File: src/hdl/sio_check_defs.vh
// Field positions, codes and register map for the start I/O checker
`ifndef SIO_CHECK_DEFS_VH
`define SIO_CHECK_DEFS_VH
// Address word: 32-bit word, bit 0 is the most significant
`define AW_KEY_HI 31
`define AW_MODE_HI 27
`define AW_MODE_LO 24
`define AW_ENABLE 26
// Command word: 64-bit word, bit 0 is the most significant
`define CW_OP_HI 63
`define CW_OP_LO 56
`define CW_XL_HI 25
`define CW_XL_LO 24
`define CW_OP_TIC 4'h8
// Mode codes of address word bits 4-7
`define MODE_TAPE_MOVE 4'h4
`define MODE_DISK_MOVE 4'h5
`define MODE_TAPE_LOAD 4'h6
`define MODE_DISK_LOAD 4'h7
`define MODE_TAPE_MOVE_ODD 4'hC
`define MODE_BAD_D 4'hD
`define MODE_TAPE_LOAD_ODD 4'hE
`define MODE_BAD_F 4'hF
// Translator codes of command word bits 38-39
`define XL_NONE 2'b00
`define XL_UNDEF 2'b01
`define XL_LOAD 2'b10
`define XL_MOVE 2'b11
// Channel and unit address width
`define UNIT_W 11
// Register offsets
`define REG_STATUS 4'h0
`define REG_IRQ 4'h4
`define REG_MASK 4'h8
`define REG_UNIT 4'hC
// Status word bit positions
`define ST_PCHK 0
`define ST_DONE 1
`define IRQ_W 2
`endif

File: src/hdl/addr_word_check.v
// Address word check and mode decode
`timescale 1ns/100ps
module addr_word_check (
   // Inputs
   input wire [31:0] i_word,
   input wire i_diag,
   // Results
   output reg o_bad,
   output reg [3:0] o_mode,
   output reg o_illegal
);
`include "sio_check_defs.vh"
   always @* begin
      o_mode = i_word[`AW_MODE_HI:`AW_MODE_LO];
      o_illegal = 1'b0;
      o_bad = 1'b0;
      if (!i_diag) begin
         o_bad = (o_mode != 4'h0);
      end else begin
         o_bad = !i_word[`AW_ENABLE];
         case (o_mode)
            `MODE_BAD_D, `MODE_BAD_F: o_illegal = 1'b1;
            default: o_illegal = 1'b0;
         endcase
      end
   end
endmodule

File: src/hdl/cmd_word_check.v
// Command word reserved-bit check and translator decode
`timescale 1ns/100ps
module cmd_word_check (
   // Inputs
   input wire [63:0] i_word,
   input wire i_diag,
   input wire i_write_op,
   // Results
   output reg o_bad,
   output reg [2:0] o_xl
);
`include "sio_check_defs.vh"
   // o_xl: 0 none, 1 undefined, 2 load read, 3 move read, 4 write xlate
   reg [1:0] code;
   reg tic;
   always @* begin
      code = i_word[`CW_XL_HI:`CW_XL_LO];
      tic = (i_word[59:56] == `CW_OP_TIC);
      o_bad = 1'b0;
      o_xl = 3'd0;
      if (!i_diag) begin
         o_bad = !tic && (code != 2'b00);
      end else begin
         case (code)
            `XL_NONE: o_xl = 3'd0;
            `XL_UNDEF: o_xl = 3'd1;
            `XL_LOAD: o_xl = 3'd2;
            `XL_MOVE: o_xl = i_write_op ? 3'd4 : 3'd3;
            default: o_xl = 3'd0;
         endcase
      end
   end
endmodule

File: src/hdl/start_io_diagnose_check.v
// Start I/O and diagnose-form word checker with register port
// Overview of operation
// - Ordinary start I/O needs address word bits 4-7 zero, else program check.
// - Ordinary start I/O needs command word bits 38-39 zero unless TIC.
// - The diagnose form skips those checks and reads the bits as controls.
// - The diagnose form needs address word bit 5 set, else program check.
// - Modes 0100, 0101, 1100 are tape move, disk move, odd tape move.
// - Modes 0110, 0111, 1110 are tape load, disk load, odd tape load.
// - Command bits 00 no translation, 01 undefined, 10 load on read.
// - Command bits 11 give move with wordmarks on read, write xlate on write.
// - Channel and unit address is the low eleven bits of the named register.
//
// Added by the designer: the strobed register port and the register addresses.
`timescale 1ns/100ps
module start_io_diagnose_check (
   // Clock and reset
   input wire i_clk,
   input wire i_nrst,
   // Operation request
   input wire i_start,
   input wire i_diag,
   input wire [31:0] i_channel_address_word,
   input wire [31:0] i_general_register_operand,
   // Command word stream
   input wire i_cw_valid,
   input wire i_cw_write_op,
   input wire [63:0] i_channel_command_word,
   // Register port
   input wire [3:0] i_addr,
   input wire [31:0] i_wdata,
   input wire i_wr,
   input wire i_rd,
   output reg [31:0] o_rdata,
   // Decoded results
   output reg o_program_check,
   output reg o_move_mode,
   output reg o_load_mode,
   output reg o_disk,
   output reg o_odd_parity,
   output reg [2:0] o_xlate,
   output reg [10:0] o_unit_addr,
   output reg o_irq
);
`include "sio_check_defs.vh"
   ////////////////////////////////////////////////////////////////////////
   wire aw_bad;
   wire aw_ill;
   wire [3:0] aw_mode;
   wire cw_bad;
   wire [2:0] cw_xl;
   reg diag_r;
   reg active_r;
   reg [31:0] csw_r;
   reg [`IRQ_W-1:0] irq_r;
   reg [`IRQ_W-1:0] mask_r;
   reg [`IRQ_W-1:0] ev;
   reg [`IRQ_W-1:0] irq_nxt;
   addr_word_check u_aw (
      .i_word(i_channel_address_word),
      .i_diag(i_diag),
      .o_bad(aw_bad),
      .o_mode(aw_mode),
      .o_illegal(aw_ill)
   );
   cmd_word_check u_cw (
      .i_word(i_channel_command_word),
      .i_diag(diag_r),
      .i_write_op(i_cw_write_op),
      .o_bad(cw_bad),
      .o_xl(cw_xl)
   );
   ////////////////////////////////////////////////////////////////////////
   wire aw_fail = i_start && (aw_bad || aw_ill);
   wire cw_fail = i_cw_valid && active_r && cw_bad;
   always @* begin
      ev = {`IRQ_W{1'b0}};
      ev[`ST_PCHK] = aw_fail || cw_fail;
      ev[`ST_DONE] = i_start;
      // Set wins over a write-one clear in the same cycle
      irq_nxt = irq_r;
      if (i_wr && i_addr == `REG_IRQ) begin
         irq_nxt = irq_r & ~i_wdata[`IRQ_W-1:0];
      end
      irq_nxt = irq_nxt | ev;
   end
   always @(posedge i_clk) begin
      if (!i_nrst) begin
         diag_r <= 1'b0;
         active_r <= 1'b0;
         csw_r <= 32'h0000_0000;
         irq_r <= {`IRQ_W{1'b0}};
         mask_r <= {`IRQ_W{1'b0}};
         o_rdata <= 32'h0000_0000;
         o_program_check <= 1'b0;
         o_move_mode <= 1'b0;
         o_load_mode <= 1'b0;
         o_disk <= 1'b0;
         o_odd_parity <= 1'b0;
         o_xlate <= 3'd0;
         o_unit_addr <= 11'd0;
         o_irq <= 1'b0;
      end else begin
         irq_r <= irq_nxt;
         o_irq <= |(irq_nxt & mask_r);
         if (i_wr && i_addr == `REG_MASK) begin
            mask_r <= i_wdata[`IRQ_W-1:0];
         end
         if (i_start) begin
            diag_r <= i_diag;
            active_r <= !aw_fail;
            o_program_check <= aw_fail;
            csw_r[`ST_PCHK] <= aw_fail;
            o_unit_addr <= i_general_register_operand[`UNIT_W-1:0];
            o_move_mode <= 1'b0;
            o_load_mode <= 1'b0;
            o_disk <= 1'b0;
            o_odd_parity <= 1'b0;
            o_xlate <= 3'd0;
            if (i_diag && !aw_fail) begin
               case (aw_mode)
                  `MODE_TAPE_MOVE: o_move_mode <= 1'b1;
                  `MODE_DISK_MOVE: begin
                     o_move_mode <= 1'b1;
                     o_disk <= 1'b1;
                  end
                  `MODE_TAPE_MOVE_ODD: begin
                     o_move_mode <= 1'b1;
                     o_odd_parity <= 1'b1;
                  end
                  `MODE_TAPE_LOAD: o_load_mode <= 1'b1;
                  `MODE_DISK_LOAD: begin
                     o_load_mode <= 1'b1;
                     o_disk <= 1'b1;
                  end
                  `MODE_TAPE_LOAD_ODD: begin
                     o_load_mode <= 1'b1;
                     o_odd_parity <= 1'b1;
                  end
                  default: o_move_mode <= 1'b0;
               endcase
            end
         end else if (i_cw_valid && active_r) begin
            if (cw_fail) begin
               // Chain stops at the first bad word
               active_r <= 1'b0;
               o_program_check <= 1'b1;
               csw_r[`ST_PCHK] <= 1'b1;
            end else begin
               o_xlate <= cw_xl;
            end
         end
         o_rdata <= 32'h0000_0000;
         if (i_rd) begin
            case (i_addr)
               `REG_STATUS: o_rdata <= csw_r;
               `REG_IRQ: o_rdata <= {{(32-`IRQ_W){1'b0}}, irq_r};
               `REG_MASK: o_rdata <= {{(32-`IRQ_W){1'b0}}, mask_r};
               `REG_UNIT: o_rdata <= {21'd0, o_unit_addr};
               default: o_rdata <= 32'h0000_0000;
            endcase
         end
      end
   end
endmodule

File: config.mk
export PLATFORM = sky130hd
export DESIGN_NAME = start_io_diagnose_check
export DESIGN_NICKNAME = d
export VERILOG_FILES = /design/src/hdl/addr_word_check.v /design/src/hdl/cmd_word_check.v /design/src/hdl/start_io_diagnose_check.v
export VERILOG_INCLUDE_DIRS = /design/src /design/src/hdl
export SDC_FILE = /design/constraint.sdc
export NUM_CORES = 1
export LEC_CHECK = 0
export ABC_AREA = 1
export BUFFER_PORTS_ARGS = -buffer_cell sky130_fd_sc_hd__buf_4
export CAP_MARGIN = 20
export CORE_MARGIN = 10
export CORE_UTILIZATION = 28
export DETAILED_ROUTE_END_ITERATION = 6
export PLACE_DENSITY = 0.76
export SYNTH_ARGS = -nofsm -noshare
export SYNTH_HDL_FRONTEND = slang
export SYNTH_HIERARCHICAL = 1
export SYNTH_SLANG_ARGS = --single-unit
File: constraint.sdc
create_clock -name i_clk -period 1 [get_ports i_clk]
set_input_delay 0.1 -clock i_clk [delete_from_list [all_inputs] [get_ports i_clk]]
set_output_delay 0.1 -clock i_clk [all_outputs]
set_load 0.01 [all_outputs]
==> metrics.md, run 1 <==
| Metric | Value |
|---|---|
| Maximum vdd drop | 0.823 mV |
| Max-slew violations | 0 |
| Initial antenna violation count | 0 |
| Switching pwr | 0.829 mW |
| Synth Instances | 229 |
| PnR Total Power | 3.59 mW |
| Total CTS buffers | 5 |
| Min-Delay Path Class | in -> reg |
| Die area | 9510 um^2 |
| RSZ-0062 raised after global routing | true |
| Iter 0 DRT Violations | 69 |
| WL/cell | 12.0 um |
| CTS root buffer | clkbuf_8 |
| Crit share post-route | 107% |
| # setup viols final | 7 |
| Pin count of the biggest net entering global routing | 18 |
| DP Worst Slack | -0.291 ns |
| Combinational fraction of design power | 13.8% |
| Max Fclk | 934 MHz |
| Vias per cell | 4.15 |
| Final GP Congestion | 0.743 |
| Multi-input gate area | 734 um^2 |
| Lkg Pwr | 1.21 nW |
| Post-synthesis cell type count | 22 |
| Setup CP Type | reg -> reg |
| H-tree depth | 2 |
| WP data arrival | 1.30 ns |
| Dpl hpwl | 3.79 mm |
| Post-detailed-route DRC marker count | 0 |
| Synth area leaders | dfxtp_1 44%, buf_4 11%, nand2_1 9.6% |
| Diode count | 0 |
| Pwr dens | 1490 nW/um^2 |
| Critical path's largest stage delay | 0.33 ns |
| Synthesized area | 1680 um^2 |
| Layout fillers | 617 |
| Hold Worst Slack | 0.0346 ns |
| Clock skew | 0.0117 ns |
| Post-DP Area | 2220 um^2 |
| Max Cap Viol | 0 |
| TritonRoute pass-1 iters | 4 |
| Register area share after synthesis | 44.0% |
| Nets | 480 |
| Core Area | 5890 um^2 |
| Crit-path slowest cell | dfxtp_2 |
| Initial Util | 28.6% |
| Vias in the first global route | 1659 |
| # rows | 28 |
| CP Cell Sequence | inv_2 > o21ai_1 > nor2_1 > nand3_1 > o21a_1 > nand2_1 > nand3_1 > nand2_1 |
| CP Max Fanout | 2 |
| Part of the power in registers | 43.4% |
| Pint | 2.76 mW |
| Run status | finished with violations |
| Overall Global Routing Usage | 9.00% |
| Layout area overhead | 43.6% |
| PnR worst setup slack | -0.0702 ns |
| Final min period | 1.07 ns |
| Port bufs | 65 |
| Synthesized flop and latch total | 37 |
| Post-synth top area share | 44.0% |
| Average size of a mapped cell | 7.35 um^2 |
| CP Data Required Time | 1.23 ns |
| Sequential Area | 742 um^2 |
| Sw frac | 23.1% |
| First-pass GRT wire length | 7.27 mm |
| Clk network pwr share | 42.8% |
| TritonCTS clock tree | yes |
| Clk_lat worst skew | 0.28 ns |
| Number of I/O pins | 224 |
| YS warnings | 6 |
| Area leader, netlist | dfxtp_1 |
| Startpoint Class | flop |
| Final Hold Vio Count | 0 |
| Layout cells sized above 1 | 34.0% |
| Violated checks | negative setup slack |
| Vias | 1594 |
| TritonCTS Sinks | 37 |
| Die Y | 97.5 um |
| Grt total ovfl | 0 |
| Die Wd | 97.5 um |
| Final core occ | 41.1% |
| Endpoint type of the worst setup path | flop |
| Post-route ant nets | 0 |
| Clock slew seen by the registers of the worst setup and hold paths | 0.08 ns |
| Drt total wl | 4.60 mm |
| Post-route design area | 2420 um^2 |
| Max Root-Sink Buffers | 2 |
-- cell usage after synthesis --
master,instances
buf_6,1
nor3_1,4
dfxtp_1,37
a31oi_1,1
conb_1,1
o31ai_1,2
buf_4,25
nand2_1,43
o21a_1,1
inv_1,24
nor2_1,37
o21ai_0,17
nor2_4,1
nand3_1,9
nor3_4,2
inv_2,3
nand4_1,4
a21oi_1,12
clkbuf_1,1
or2_0,1
buf_2,2
nor3_2,1
-- through the flow --
step	TNS, ns	cells
floorplan	0	249
global placement	-0.774	372
detailed placement	-1.22	372
CTS	-0.427	381
global route	-0.795	384
finish	-0.224	384
-- worst paths after layout --
kind / startpoint / endpoint / cells past startpoint / slack, ns
setup / recovery: diag_r / o_irq / 8 / -0.07
hold / removal: i_general_register_operand[8] / o_unit_addr[8] / 3 / 0.03
setup reg to reg: diag_r / o_irq / 8 / -0.07
hold reg to reg: o_unit_addr[7] / o_rdata[7] / 2 / 0.46
-- state kept, by name, summed over array words and instances, names as in the netlist --
signal and count:
diag_r 1, irq_r 2, o_irq 1, o_xlate 3
active_r 1, o_odd_parity 1, o_load_mode 1, o_rdata 11
mask_r 2, o_unit_addr 11, csw_r 1, o_move_mode 1
o_disk 1
-- cells in the final DEF (no fill, tap or decap), drive strengths merged --
cell type   n
a21oi      12
a31oi       1
buf        81
bufinv      2
clkbuf      5
conb       21
dfxtp      37
inv        28
nand2      43
nand3       9
nand4       4
nor2       38
nor3        7
o21a        1
o21ai      17
o31ai       2
or2         1
-- timing repair --
action / in CTS / in global routing
hold buffers: 0 / 0
buffers inserted: 1 / 3
pin swaps: 4 / 7
resized for setup: 2 / 10
cloned: 0 / 0
endpoints found under the setup margin: 6 / 11
-- routing by layer --
layer | GRT usage, % | vias to the layer above | part of all wire (%)
met5 | 0 | - | 0
met4 | 1.68 | 0 | 0.22
met3 | 4.27 | 2 | 8.0
met2 | 15.0 | 61 | 45
met1 | 10.3 | 694 | 46
li1 | - | 837 | -
-- worst max-delay path, delay by kind of cell (launching register included) --
kind / cells / cell delay, ns
compound gates: 2 / 0.20
buf+inv: 1 / 0.05
flops: 1 / 0.33
simple gates: 5 / 0.44
-- layout make-up --
class | count | area share (%)
Inverter | 27 | 4.19
Tap cell | 75 | 3.88
Timing Repair Buffer | 81 | 25.2
Clock buffer | 5 | 2.85
Multi-Input combinational cell | 156 | 30.4
Sequential cell | 37 | 30.7
Clock inverter | 3 | 2.85
-- power by group through the flow --
stage               Combinational [mW]  Sequential [mW]  Clock, mW
finish                           0.497             1.56       1.54
CTS                              0.473             1.56       1.58
floorplan                        0.271             1.60          0
global placement                 0.460             1.59          0
detailed placement               0.467             1.59          0
global route                     0.555             1.56       1.64
-- kinds of logic after synthesis --
logic type,Yosys count,synth area share [%]
simple gates,102,26.8
buf+inv,56,18.7
compound gates,33,10.3
flops,37,44.0
other cells,1,0.223
No activity file was read; power rests on OpenSTA's default activity.
==> run 2: changes to the inputs <==
--- a/config.mk
+++ b/config.mk
@@ -9,10 +9,12 @@
 export ABC_AREA = 1
 export BUFFER_PORTS_ARGS = -buffer_cell sky130_fd_sc_hd__buf_4
 export CAP_MARGIN = 20
+export CORE_ASPECT_RATIO = 0.9
 export CORE_MARGIN = 10
 export CORE_UTILIZATION = 28
 export DETAILED_ROUTE_END_ITERATION = 6
 export PLACE_DENSITY = 0.76
+export SKIP_LAST_GASP = 1
 export SYNTH_ARGS = -nofsm -noshare
 export SYNTH_HDL_FRONTEND = slang
 export SYNTH_HIERARCHICAL = 1
==> run 2 against run 1 <==
Compared with the run above:
- the flow still finishes with violations (negative setup slack)
- wire length about the same
- die area about the same
- combinational power about the same
- cell area down 2.5%
- critical endpoint is now o_xlate[2]
- worst setup slack better by 0.0097 ns
- clock power down 35%
==> metrics.md, run 2 (synthesis gave the netlist of run 1 again) <==
| Metric | Value |
|---|---|
| Run status | finished with violations |
| Violated checks | negative setup slack |
| R2r startpoint | diag_r |
| Startpoint Class | flop |
| DP Worst Slack | -0.250 ns |
| Dpl hpwl | 3.88 mm |
| Setup CP Type | reg -> reg |
| Initial Util | 29.2% |
| Placed Instances | 371 |
| Total CTS buffers | 5 |
| Crit share post-route | 106% |
| Worst Setup SP | diag_r |
| Pin count of the biggest net entering global routing | 13 |
| Max Cap Viol | 0 |
| Nets | 481 |
| TritonCTS clock tree | yes |
| Worst Path Buf+Inv | 3 |
| Max Fclk | 943 MHz |
| Port bufs | 65 |
| Commonest non-fill, non-tap cell in the layout | buf_4 |
| Clock skew | 0.00862 ns |
| Endpoint type of the worst setup path | flop |
| Clock slew seen by the registers of the worst setup and hold paths | 0.08 ns |
| Iter 0 DRT Violations | 32 |
| H-tree depth | 2 |
| Final GP Congestion | 0.756 |
| Pwr dens | 1290 nW/um^2 |
| TritonRoute pass-1 iters | 4 |
| Grt total ovfl | 0 |
| Diode count | 0 |
| Max Root-Sink Buffers | 2 |
| # setup viols final | 4 |
| CTS root buffer | clkbuf_8 |
| WP data arrival | 1.24 ns |
| Die Wd | 102 um |
| Overall Global Routing Usage | 9.42% |
| Initial antenna violation count | 0 |
| Die Y | 93.5 um |
| WL/cell | 12.1 um |
| PnR worst setup slack | -0.0605 ns |
| RSZ-0062 raised after global routing | true |
| Final min period | 1.06 ns |
| Post-route ant nets | 0 |
| # rows | 26 |
| Vias | 1576 |
| Vias per cell | 4.15 |
| TritonCTS Sinks | 37 |
| WP depth | 8 |
| Core Area | 5760 um^2 |
| R2r endpoint | o_xlate[2] |
| First-pass GRT wire length | 7.34 mm |
| Vias in the first global route | 1695 |
| R2r worst-path depth | 8 |
| Layout fillers | 592 |
| CP Data Required Time | 1.18 ns |
| Post-DP Area | 2240 um^2 |
| Clk_lat worst skew | 0.28 ns |
| Final Hold Vio Count | 0 |
| Worst path top cell family by delay | flip-flops |
| CP Max Fanout | 4 |
| Number of I/O pins | 224 |
| Largest registers | o_rdata (11), o_unit_addr (11), o_xlate (3) |
| Maximum vdd drop | 0.528 mV |
| Critical path's largest stage delay | 0.34 ns |
| Lkg Pwr | 1.19 nW |
| Layout cells sized above 1 | 33.9% |
| Min-Delay Path Class | in -> reg |
| Die area | 9520 um^2 |
| Layout area overhead | 40.1% |
| Crit path capture | o_xlate[2] |
| Setup slack, reg-to-reg | -0.06 ns |
| Crit-path slowest cell | dfxtp_2 |
| Max-slew violations | 0 |
| Post-route design area | 2360 um^2 |
| Post-detailed-route DRC marker count | 0 |
| Most frequent cells in the layout | 82 x buf_4, 43 x nand2_1, 36 x dfxtp_1 |
| CP Cell Sequence | inv_2 > o21ai_2 > nor2_2 > buf_4 > nor2_4 > inv_2 > nor2_1 > nor2_1 |
| Drt total wl | 4.60 mm |
| Cell Count, Final, Fillers Out | 380 |
-- run 2: cell types whose count changed in the layout (fill, tap and decap cells not counted), sizes merged --
cell and delta:
buf +1, bufinv -2, clkinv +2, inv -1, clkinvlp +1
-- run 2: power by group --
group          internal (mW)  total [mW]  switching [mW]
clock network          0.481       0.997           0.516
logic                  0.236       0.496           0.260
registers               1.52        1.56          0.0333
-- run 2: layout make-up --
type | instances | area, um^2 | area share (%)
clock buffer | 5 | 68.8 | 2.92
clock inverter | 3 | 17.5 | 0.743
timing repair buffer | 82 | 616 | 26.1
tap | 70 | 87.6 | 3.72
sequential | 37 | 742 | 31.5
multi-input combinational | 156 | 724 | 30.7
inverter | 27 | 101 | 4.30
-- run 2: per-layer routing --
metal  vias up  share of wire, %  wire length [um]  track usage [%]
li1        832                 -                 -                -
met1       678                48              2190             11.0
met5         -                 0                 0                0
met4         0              0.57                26             2.14
met2        62                43              1960             15.1
met3         4               9.2               424             4.64
-- run 2: worst min-delay path by stage --
| stage | start | to | depth (start not counted) |
|---|---|---|---|
| 2_1_floorplan | i_general_register_operand[0] | o_unit_addr[0] | 2 |
| 3_3_place_gp | i_general_register_operand[0] | o_unit_addr[0] | 3 |
| 3_5_place_dp | i_general_register_operand[0] | o_unit_addr[0] | 3 |
| 4_1_cts | i_general_register_operand[0] | o_unit_addr[0] | 3 |
| 5_1_grt | i_general_register_operand[9] | o_unit_addr[9] | 3 |
| 6_report | i_general_register_operand[9] | o_unit_addr[9] | 3 |
-- run 2: worst min-delay path, cell delays in order --
cell,delay (ns)
buf_4,0.08
nor2_1,0.03
nor2_1,0.08
-- run 2: metrics by stage --
stage	hold slack [ns]	utilization, %	power, mW	TNS, ns
floorplan	0.235	-	1.88	0
global placement	0.327	38.9	2.06	-0.721
detailed placement	0.329	38.9	2.07	-1.31
CTS	0.0271	40.7	3.08	-0.403
global route	0.0324	40.9	3.21	-0.849
finish	0.0403	40.9	3.05	-0.184
-- run 2: timing repair --
| action | in CTS | in global routing |
|---|---|---|
| resized for setup | 8 | 4 |
| hold buffers | 0 | 0 |
| endpoints found under the hold margin | 0 | 0 |
| setup endpoints to repair | 7 | 11 |
| pin swaps | 5 | 4 |
| buffers inserted | 1 | 0 |
